## src/common/texel_codec_pkg.sv

```systemverilog
// constants, field positions and types shared by the texel block decoder
// assumes a 128-bit block and 32 texels per block; no software-visible registers
package texel_codec_pkg;

    // widths of the request and answer
    localparam int BLOCK_W = 128;        // one compressed block
    localparam int TEXEL_IDX_W = 5;      // texel number 0..31
    localparam int ARGB_W = 32;          // alpha, red, green, blue
    localparam int RGB_W = 24;           // colour without alpha
    localparam int CHAN_W = 8;           // expanded channel
    localparam int SHORT_CHAN_W = 5;     // encoded 5-bit channel
    localparam int COLOUR15_W = 15;      // three 5-bit channels
    localparam int WEIGHT_W = 3;         // blend weight 0..6
    localparam int MIX_SUM_W = 11;       // 6*255+3 fits in 11 bits
    localparam int ROUND_W = 2;          // rounding term 0..3

    // mode field positions
    localparam int MODE_HI_BIT = 127;    // set selects the paired mode
    localparam int MODE_MID_BIT = 126;
    localparam int MODE_LO_BIT = 125;
    localparam int ALPHA_SEL_BIT = 124;  // paired mode table choice
    localparam logic [2:0] DIRECT_MODE_CODE = 3'b010;
    localparam logic [1:0] EIGHT_STEP_MODE_CODE = 2'b00;

    // colour field positions
    localparam int QUAD_COLOUR_LSB = 64;     // colour 0 of four, blue lsb
    localparam int EIGHT_COLOUR0_LSB = 96;   // eight-step colour 0
    localparam int EIGHT_COLOUR1_LSB = 111;  // eight-step colour 1
    localparam int GREEN3_EXTRA_BIT = 126;
    localparam int GREEN1_EXTRA_BIT = 125;
    localparam int GREEN2_XOR_BIT = 33;
    localparam int GREEN0_XOR_BIT = 1;

    // select field widths
    localparam int SEL2_W = 2;
    localparam int SEL3_W = 3;
    localparam int PAIR_SPLIT_BIT = 4;       // texel bit that picks pair 2,3

    // table constants
    localparam logic [WEIGHT_W-1:0] EIGHT_STEP_SPAN = 3'h6;
    localparam logic [SEL3_W-1:0] EIGHT_STEP_BLACK = 3'h7;
    localparam logic [ROUND_W-1:0] ROUND_SIXTH = 2'h3;
    localparam logic [ROUND_W-1:0] ROUND_THIRD = 2'h1;
    localparam logic [7:0] ALPHA_OPAQUE = 8'hff;
    localparam logic [7:0] ALPHA_CLEAR = 8'h00;

    typedef enum logic [1:0] {
        mode_eight_step,
        mode_direct,
        mode_paired,
        mode_unsupported
    } block_mode_type;

    typedef enum logic [1:0] {
        div_one,
        div_two,
        div_three,
        div_six
    } divisor_type;

endpackage

```

## src/verilog/compressed_texel_block_decoder.sv

```systemverilog
// decoder of one 128-bit compressed block into one 32-bit argb texel
// assumes the sampler holds block and texel stable while it requests
`timescale 1ns/100ps
module compressed_texel_block_decoder (
    input wire logic clk_i,                         // sampler clock, 125 MHz
    input wire logic sys_rst_i,                     // async reset, active high
    input wire logic req_i,                         // decode request, one clock
    input wire logic [127:0] block_i,               // compressed block
    input wire logic [4:0] texel_i,                 // texel number 0..31
    output logic valid_o,                           // result valid pulse
    output logic [31:0] argb_o,                     // decoded colour
    output logic unsupported_o                      // block mode not decoded here
);

    // decoded mode of the current block
    texel_codec_pkg::block_mode_type mode;
    // selects for this texel
    logic [1:0] sel2;
    logic [2:0] sel3;
    // four base colours of the quad layouts
    logic [23:0] quad_colour [4];
    // operands of the shared mixer
    logic [23:0] mix_a;
    logic [23:0] mix_b;
    logic [2:0] mix_wa;
    logic [2:0] mix_wb;
    logic [1:0] mix_round;
    texel_codec_pkg::divisor_type mix_div;
    logic [23:0] mix_rgb;
    // black-with-clear-alpha entry picked
    logic pick_black;
    // result registers
    logic valid_q;
    logic [31:0] argb_q;
    logic unsupported_q;
    logic [31:0] argb_d;

    function automatic logic [7:0] widen5(input logic [4:0] v);
        return {v, v[4:2]};
    endfunction

    // widen a 6-bit green, top two bits repeated
    function automatic logic [7:0] widen6(input logic [5:0] v);
        return {v, v[5:4]};
    endfunction

    // 15-bit red, green, blue field at lsb, green optionally six bits
    function automatic logic [23:0] base_colour(input logic [127:0] blk, input int lsb,
                                                input logic wide_green, input logic extra);
        logic [14:0] f;
        logic [7:0] g;
        f = blk[lsb +: 15];
        g = wide_green ? widen6({f[9:5], extra}) : widen5(f[9:5]);
        return {widen5(f[14:10]), g, widen5(f[4:0])};
    endfunction

    // mode decode from the top bits
    always_comb begin
        // top bit wins over every other code
        if (block_i[texel_codec_pkg::MODE_HI_BIT]) begin
            mode = texel_codec_pkg::mode_paired;
        // two zero top bits, bit 125 is colour data
        end else if (block_i[texel_codec_pkg::MODE_HI_BIT -: 2] == texel_codec_pkg::EIGHT_STEP_MODE_CODE) begin
            mode = texel_codec_pkg::mode_eight_step;
        // bit 124 is not looked at for this code
        end else if (block_i[texel_codec_pkg::MODE_HI_BIT -: 3] == texel_codec_pkg::DIRECT_MODE_CODE) begin
            mode = texel_codec_pkg::mode_direct;
        end else begin
            // the alpha-bearing code 011 is left to another decoder
            mode = texel_codec_pkg::mode_unsupported;
        end
    end

    // per-texel select fields
    always_comb begin
        sel2 = block_i[{texel_i, 1'b0} +: 2];
        // eight-step selects are three bits, texel 31 at 95:93
        sel3 = block_i[7'(texel_i) * 7'd3 +: 3];
    end

    // base colours of the four-colour layouts
    always_comb begin
        logic alpha_sel;
        logic paired;
        alpha_sel = block_i[texel_codec_pkg::ALPHA_SEL_BIT];
        paired = (mode == texel_codec_pkg::mode_paired);
        // colour n sits at 64 + 15n, red highest
        // in the paired mode, all four greens six bits when alpha-select clear
        // only colours 1 and 3 six bits when alpha-select set
        quad_colour[0] = base_colour(block_i, texel_codec_pkg::QUAD_COLOUR_LSB, paired && !alpha_sel,
            block_i[texel_codec_pkg::GREEN0_XOR_BIT] ^ block_i[texel_codec_pkg::GREEN1_EXTRA_BIT]);
        quad_colour[1] = base_colour(block_i, texel_codec_pkg::QUAD_COLOUR_LSB + 15, paired,
            block_i[texel_codec_pkg::GREEN1_EXTRA_BIT]);
        quad_colour[2] = base_colour(block_i, texel_codec_pkg::QUAD_COLOUR_LSB + 30, paired && !alpha_sel,
            block_i[texel_codec_pkg::GREEN2_XOR_BIT] ^ block_i[texel_codec_pkg::GREEN3_EXTRA_BIT]);
        quad_colour[3] = base_colour(block_i, texel_codec_pkg::QUAD_COLOUR_LSB + 45, paired,
            block_i[texel_codec_pkg::GREEN3_EXTRA_BIT]);
    end

    // table entry as mixer operands; one mixer serves every decoded mode
    always_comb begin
        logic hi_pair;
        hi_pair = texel_i[texel_codec_pkg::PAIR_SPLIT_BIT];
        mix_a = '0;
        mix_b = '0;
        mix_wa = 3'h1;
        mix_wb = 3'h0;
        mix_round = 2'h0;
        mix_div = texel_codec_pkg::div_one;
        pick_black = 1'b0;
        unique case (mode)
            // ((6-k)*c0 + k*c1 + 3)/6, ends fall out exactly
            texel_codec_pkg::mode_eight_step: begin
                mix_a = base_colour(block_i, texel_codec_pkg::EIGHT_COLOUR0_LSB, 1'b0, 1'b0);
                mix_b = base_colour(block_i, texel_codec_pkg::EIGHT_COLOUR1_LSB, 1'b0, 1'b0);
                mix_wa = texel_codec_pkg::EIGHT_STEP_SPAN - sel3;
                mix_wb = sel3;
                mix_round = texel_codec_pkg::ROUND_SIXTH;
                mix_div = texel_codec_pkg::div_six;
                pick_black = (sel3 == texel_codec_pkg::EIGHT_STEP_BLACK);
            end
            texel_codec_pkg::mode_direct: begin
                mix_a = quad_colour[sel2];
            end
            texel_codec_pkg::mode_paired: begin
                // upper half of the texels uses colours 2,3
                mix_a = hi_pair ? quad_colour[2] : quad_colour[0];
                mix_b = hi_pair ? quad_colour[3] : quad_colour[1];
                if (!block_i[texel_codec_pkg::ALPHA_SEL_BIT]) begin
                    // first, two thirds, one third, second
                    unique case (sel2)
                        2'h0: begin
                            mix_wa = 3'h1;
                            mix_wb = 3'h0;
                        end
                        2'h1: begin
                            mix_wa = 3'h2;
                            mix_wb = 3'h1;
                            mix_round = texel_codec_pkg::ROUND_THIRD;
                            mix_div = texel_codec_pkg::div_three;
                        end
                        2'h2: begin
                            mix_wa = 3'h1;
                            mix_wb = 3'h2;
                            mix_round = texel_codec_pkg::ROUND_THIRD;
                            mix_div = texel_codec_pkg::div_three;
                        end
                        2'h3: begin
                            mix_wa = 3'h0;
                            mix_wb = 3'h1;
                        end
                    endcase
                end else begin
                    // index 1 blends, index 3 is clear black
                    unique case (sel2)
                        2'h0: begin
                            mix_wa = 3'h1;
                            mix_wb = 3'h0;
                        end
                        2'h1: begin
                            mix_wa = 3'h1;
                            mix_wb = 3'h1;
                            mix_div = texel_codec_pkg::div_two;
                        end
                        2'h2: begin
                            mix_wa = 3'h0;
                            mix_wb = 3'h1;
                        end
                        2'h3: begin
                            pick_black = 1'b1;
                        end
                    endcase
                end
            end
            texel_codec_pkg::mode_unsupported: begin
                // nothing decodable; answer with clear black
                pick_black = 1'b1;
            end
        endcase
    end

    // shared blend arithmetic
    texel_colour_mixer u_mixer (
        .colour_a_i(mix_a),
        .colour_b_i(mix_b),
        .weight_a_i(mix_wa),
        .weight_b_i(mix_wb),
        .round_i(mix_round),
        .divisor_i(mix_div),
        .rgb_o(mix_rgb)
    );

    // final argb word; black entries carry alpha zero
    always_comb begin
        if (pick_black) begin
            argb_d = {texel_codec_pkg::ALPHA_CLEAR, 24'h000000};
        end else begin
            argb_d = {texel_codec_pkg::ALPHA_OPAQUE, mix_rgb};
        end
    end

    // valid pulse one clock after each request
    // inputs sampled only on the request edge
    always_ff @(posedge clk_i or posedge sys_rst_i) begin
        if (sys_rst_i) begin
            valid_q <= 1'b0;
        end else begin
            valid_q <= req_i;
        end
    end

    // result held until the next request
    always_ff @(posedge clk_i or posedge sys_rst_i) begin
        if (sys_rst_i) begin
            argb_q <= 32'h00000000;
            unsupported_q <= 1'b0;
        end else if (req_i) begin
            argb_q <= argb_d;
            unsupported_q <= (mode == texel_codec_pkg::mode_unsupported);
        end
    end

    assign valid_o = valid_q;
    assign argb_o = argb_q;
    assign unsupported_o = unsupported_q;

endmodule // compressed_texel_block_decoder

```

## src/verilog/texel_colour_mixer.sv

```systemverilog
// weighted blend of two 24-bit colours, per channel (wa*a + wb*b + r) / d
// purely combinational; the caller registers the result
`timescale 1ns/100ps
module texel_colour_mixer (
    input wire logic [23:0] colour_a_i,                         // first base colour
    input wire logic [23:0] colour_b_i,                         // second base colour
    input wire logic [2:0] weight_a_i,                          // weight of first colour
    input wire logic [2:0] weight_b_i,                          // weight of second colour
    input wire logic [1:0] round_i,                             // rounding term
    input wire texel_codec_pkg::divisor_type divisor_i,         // divisor choice
    output logic [23:0] rgb_o                                   // blended colour
);

    // one loop over red, green, blue; constant divisors only
    always_comb begin
        logic [10:0] sum;
        logic [10:0] quot;
        sum = '0;
        quot = '0;
        rgb_o = '0;
        for (int ch = 0; ch < 3; ch++) begin
            sum = 11'({8'h00, weight_a_i}) * 11'({3'h0, colour_a_i[ch*8 +: 8]})
                + 11'({8'h00, weight_b_i}) * 11'({3'h0, colour_b_i[ch*8 +: 8]})
                + 11'({9'h000, round_i});
            unique case (divisor_i)
                // plain pass of a weighted single colour
                texel_codec_pkg::div_one: begin
                    quot = sum;
                end
                // truncating halve, no rounding term is given
                texel_codec_pkg::div_two: begin
                    quot = sum >> 1;
                end
                texel_codec_pkg::div_three: begin
                    quot = sum / 11'h003;
                end
                texel_codec_pkg::div_six: begin
                    quot = sum / 11'h006;
                end
            endcase
            rgb_o[ch*8 +: 8] = quot[7:0];
        end
    end

endmodule // texel_colour_mixer

```

## config.mk

```make
export PLATFORM = sky130hd
export DESIGN_NAME = compressed_texel_block_decoder
export DESIGN_NICKNAME = d
export VERILOG_FILES = /design/src/common/texel_codec_pkg.sv /design/src/verilog/compressed_texel_block_decoder.sv /design/src/verilog/texel_colour_mixer.sv
export SDC_FILE = /design/constraint.sdc
export NUM_CORES = 1
export LEC_CHECK = 0
export ABC_AREA = 1
export BUFFER_PORTS_ARGS = -buffer_cell sky130_fd_sc_hd__buf_2
export CORE_MARGIN = 1.5
export CORE_UTILIZATION = 30
export DETAILED_ROUTE_END_ITERATION = 8
export GPL_ROUTABILITY_DRIVEN = 1
export PLACE_DENSITY = 0.56
export SETUP_SLACK_MARGIN = 0.1
export SYNTH_ARGS = -nofsm -noshare
export SYNTH_HDL_FRONTEND = slang
export SYNTH_SLANG_ARGS = --single-unit
```

## constraint.sdc

```tcl
create_clock -name clk_i -period 1.1 [get_ports clk_i]
set_clock_uncertainty 0.15 [all_clocks]
set_input_delay 0.055 -clock clk_i [delete_from_list [all_inputs] [get_ports clk_i]]
set_output_delay 0.055 -clock clk_i [all_outputs]
set_load 0.03 [all_outputs]
```

# Yosys cells after proc, flatten, opt, wreduce, memory -nomap -nowiden

Index checks and enable logic that the tools add are counted.
W data, S select, Z words.

Output and inout bits: 34
Flip-flop bits (word level): 34

Mux-type cells: 36
Reductions and logical operators: 9
Div/mod/pow operators: 6
$add $sub $neg: 7
Bitwise logic cells: 3
$lt $le $gt $ge: 1
Shifts and indexed selects: 2
Equality and inequality tests: 11
Multiply operators: 7

Operator list:

| kind                    | number |
|---|---|
| $shiftx A128 B7 Y2      | 1 |
| $shiftx A128 B8 Y3      | 1 |
| $mux W24                | 4 |
| $pmux W8 S4             | 3 |
| $pmux W24 S3            | 1 |
| $mul A3 B8 Y11          | 6 |
| $bmux W24 S2            | 1 |
| $pmux W24 S2            | 1 |
| $add A11 B11 Y11        | 3 |
| $add A11 B2 Y11         | 3 |
| $div A11 B2 Y11 const B | 3 |
| $div A11 B3 Y11 const B | 3 |
| $mux W32                | 1 |
| $mux W3                 | 6 |
| $pmux W3 S3             | 2 |
| $eq A2 B2 Y1 const B    | 6 |
| $pmux W3 S2             | 2 |
| $mux W2                 | 5 |
| $logic_not A2 Y1        | 4 |
| $pmux W2 S2             | 2 |
| $mul A5 B2 Y7 const B   | 1 |
| $mux W1                 | 7 |
| $eq A2 B1 Y1 const B    | 3 |
| $reduce_or A2 Y1        | 3 |
| 9 further kinds         | 10 |

# Depth between registers and ports, before layout

Depth after elaboration: 17
Depth in mapped cells: 121

# Hierarchy

A second synthesis with hierarchy kept.

Cells, all modules: 2718
Area, all modules: 15800.2 µm²

By module, submodules not included:

| module                         | instances | area each (µm²) | sequential area each (µm²) | cells each |
|---|---|---|---|---|
| texel_colour_mixer             | 1         | 11586.1         | 0.0                        | 1948 |
| compressed_texel_block_decoder | 1         | 4214.0          | 675.6                      | 770 |

# Least setup slack after synthesis

OpenSTA, ideal clock, no wires.

Path type: input -> register
Start point: input port texel_i[0]
End point: register argb_q[16] (netlist: argb_o[16])
Data arrival time: 15.275 ns
Stages on the path: 109
Data required time: 0.833 ns
Setup time: 0.117 ns
Path slack: -14.442 ns
Path buffers: 6
Cells stage by stage: clkbuf_1 clkbuf_1 clkbuf_1 nand2_1 nand3_1 nand3_1 a311o_1 nand2_1 clkbuf_1 buf_1 ha_1 o221ai_1 clkbuf_1 nand2_1 fa_1 inv_1 fa_1 inv_1 [73 not listed] ha_1 nand4_1 nand2_1 nor2_4 nand3_4 nand2_1 xor2_1 inv_1 ha_1 or2_2 a21oi_1 nand2_1 nor2_1 nand3_1 nor2_1 nand2_1 nand2_1 nand2_1

Word-level cells in the longest chain between the ends: 12
Elaborated cells on any way between the ends: 47
Those cells by class: add/sub: 3; mul: 3; div: 2; eq/ne: 7; shift: 2; mux: 24; bitwise: 1; reduce/logical: 5

Ends and longest elaborated chain:

| what                                                                    | line                                  | RTL |
|---|---|---|
| start: declaration                                                      | compressed_texel_block_decoder.sv:9   | `input wire logic [4:0] texel_i,` |
| parallel branches: the longest is 11 deep, another holds $mul A3 B8 Y11 | n/a                                   |  |
| $mux W32 *                                                              | compressed_texel_block_decoder.sv:195 | `if (pick_black) begin` |
| end signal: assignment                                                  | compressed_texel_block_decoder.sv:218 | `argb_q <= argb_d;` |
| end: declaration                                                        | compressed_texel_block_decoder.sv:34  | `logic [31:0] argb_q;` |

Every way passes the cells marked *. The select of a mux whose other input is x is not followed.
A chain may end at the register's enable or synchronous reset.

# Worst setup path in the final report

Start point: input port texel_i[1]
End point: register argb_q[0] (netlist: argb_o[0])

Same word-level chain as after synthesis.

==> metrics <==
status=finished, violations left; violated checks=setup timing; TritonCTS Buffers=3; Hold Vio Cnt, Final=0; Placed Area=0.02247 mm²; Core ar.=0.04905 mm²; RSZ-0062 raised after global routing=yes; GP Congestion=0.9844; fmax=0.07139 GHz; H-tree Lvls=1; Tmin final=14010 ps; CTS root buf=clkbuf_16; final instance area=0.02607 mm²; setup ws final=-12910 ps; layout cell share with drive strength beyond 1=47.16%; synth top area cells=nand2_1 (16%), inv_1 (12%), fa_1 (12%); Worst-Skew Late Latency=290 ps; DRC=0; io pins=170; crit end category=register; final worst-path cycle share=1273%; Synth async-reset ratio=100.0%; die area=0.05115 mm²; Yosys top cell area share=15.75%; Reg clk slew, reported paths=80 ps; synth cell count leaders=nand2_1 (627), inv_1 (489), nand3_1 (188), nor2_1 (187), a21oi_1 (127); Die Height=226.2 µm; post-route antenna net violation count=0; synthesized instance count=2494; M3 GR Usage=2.342%; Area growth syn-to-layout=74.51%; number of distinct library cells after synthesis=54; Synth Cell Area=0.01494 mm²; reg2reg setup slack=150 ps; antenna violations before repair=9; Slew @ Worst Pin=721.7 ps; Top Usage Layer GRT=met2; via count=20450; Max-Cap Viols=0; Critical Path Source Type=primary input; Die X=226.2 µm; Final TNS setup=-232550 ps; Synth Flop Type=dfrtp_1; clk sinks=27; WL/cell=15.36 µm; PortBufs=169; Synth Register Bits=27; Setup-failing EPs final=33; total gr overflow=0; CP peak stage delay=540 ps; largest net degree at the start of global routing=36; GR Layer Usage met1=28.85%; First DRT Iteration DRCs=1068; Pre-antenna DRT Iters=6; Starting Density=30.46%; fin nets=3898; Worst path most repeated cell=nand2_4; CP endpoint=argb_o[0]$_DFFE_PP0P_; worst r2r src=argb_o[30]$_DFFE_PP0P_; Slew Viols, Final=0; multi-input logic area=0.01363 mm²; number of synthesized flops with an enable pin=0; row count=81; routed vias/inst=4.841; GR Util met2=45.43%; # fillers=4730; worst r2r dst=argb_o[30]$_DFFE_PP0P_; max_slew headroom=51.88%; Setup CP Type=primary input to register; GRT Total Usage=24.37%; final wirelength=64.90 mm; sequential fraction of the synthesis area=4.523%; hold path start=req_i; syn nets=2833; register area=678.2 µm²; area leader, netlist=nand2_1; R2R depth=3; CP arrival=14050 ps; most frequent cell after synthesis=nand2_1; Critical path origin=texel_i[1]; synthesized area per cell=5.990 µm²; Slowest-stage cell, CP=fa_1; DP HPWL=50.79 mm; CTS tree=done; first-pass GRT wire length=101.1 mm; YS warnings=0; CTS max path bufs=2; Critical Path RT=1140 ps; worst hold-check path type=primary input to register; Worst Path Max Fanout=7; number of global-route vias before repair=20661
-- per-layer routing --
metal	part of all wire, %	wire [µm]
met1	40	26220
met2	50	32420
met3	5.0	3221
met4	4.6	2973
met5	0.10	65
-- critical path: cells and delay by family --
| family | cells | cell delay [ps] |
|---|---|---|
| fa+ha+maj | 13 | 4180 |
| compound gates | 11 | 1380 |
| xor+xnor | 7 | 1170 |
| simple gates | 50 | 4330 |
| buf+inv | 33 | 2910 |
-- cells by family (layout without fill, tap and decap cells) --
kind of cell / Yosys count / count (layout) / synth area share [%]
AO/OA/AOI/OAI: 368 / 368 / 14.71
adder cells (fa/ha/maj): 203 / 203 / 21.47
AND/OR/NAND/NOR: 1260 / 1260 / 41.37
flip-flops: 27 / 27 / 4.523
other: 0 / 2 / 0
buffers and inverters: 587 / 1651 / 15.06
XOR/XNOR: 49 / 49 / 2.873
-- state kept, by name (all words and copies together) (netlist names) --
signal	flops
unsupported_o	1
argb_o	25
valid_o	1
-- stage by stage --
stage / cells / util, % / hold slack (ps) / setup slack (ps)
final: 4224 / 53.15 / 84.81 / -12910
after detailed placement: 3986 / 45.80 / -36.66 / -13580
after floorplan: 2494 / - / -63.57 / -12850
after CTS: 4139 / 50.12 / 73.55 / -12630
after global routing: 4223 / 53.15 / 127.3 / -13690
after global placement: 3986 / 45.80 / -40.94 / -13350
-- repair_timing --
item | 4_1_cts | 5_1_grt
setup buffers | 145 | 86
endpoints found under the hold margin | 28 | 0
cloned | 3 | 6
hold buffers | 2 | 0
endpoints found under the setup margin | 59 | 60
gates resized for setup | 226 | 236
pin swaps | 156 | 221
-- cell usage in the layout, fill, tap and decap left out, types with 9 or more instances in the layout --
master	count
o21bai_1	11
a221oi_1	19
o21ai_0	59
ha_1	73
nand3_4	21
nor2_2	38
inv_1	418
o221ai_1	9
a21oi_2	23
nand2_4	28
inv_2	86
nand3b_1	9
nand4_1	39
xnor2_1	10
nand2_1	562
o21ai_2	16
nand3_2	43
buf_12	18
ha_4	35
nand3_1	179
dfrtp_1	25
nor2_4	41
fa_1	81
buf_4	881
o22ai_1	11
nand2_2	121
o21ai_1	42
xor2_1	25
o211ai_1	16
a21oi_1	102
nor2_1	143
buf_2	134
buf_6	82
-- final cells by class --
class | instances | area share (%)
multi-input combinational | 1880 | 52.27
tap | 664 | 3.187
inverter | 518 | 7.674
timing repair inverter | 2 | 0.08638
clock buffer | 4 | 0.3023
sequential | 27 | 2.601
antenna | 2 | 0.01920
timing repair buffer | 1127 | 33.86
-- how the worst min path moves through the flow --
stage | to | slack [ps] | cells after the start
after floorplan | valid_o$_DFF_PP0_ | -60 | 0
after global placement | argb_o[23]$_DFFE_PP0P_ | -40 | 3
after detailed placement | argb_o[0]$_DFFE_PP0P_ | -40 | 3
after CTS | unsupported_o$_DFFE_PP0P_ | 70 | 4
after global routing | unsupported_o$_DFFE_PP0P_ | 130 | 4
final | unsupported_o$_DFFE_PP0P_ | 80 | 4
Power is left out: the tool's default activity adds up to more than one toggle a clock period on the data nets, which glitch-free logic cannot reach.
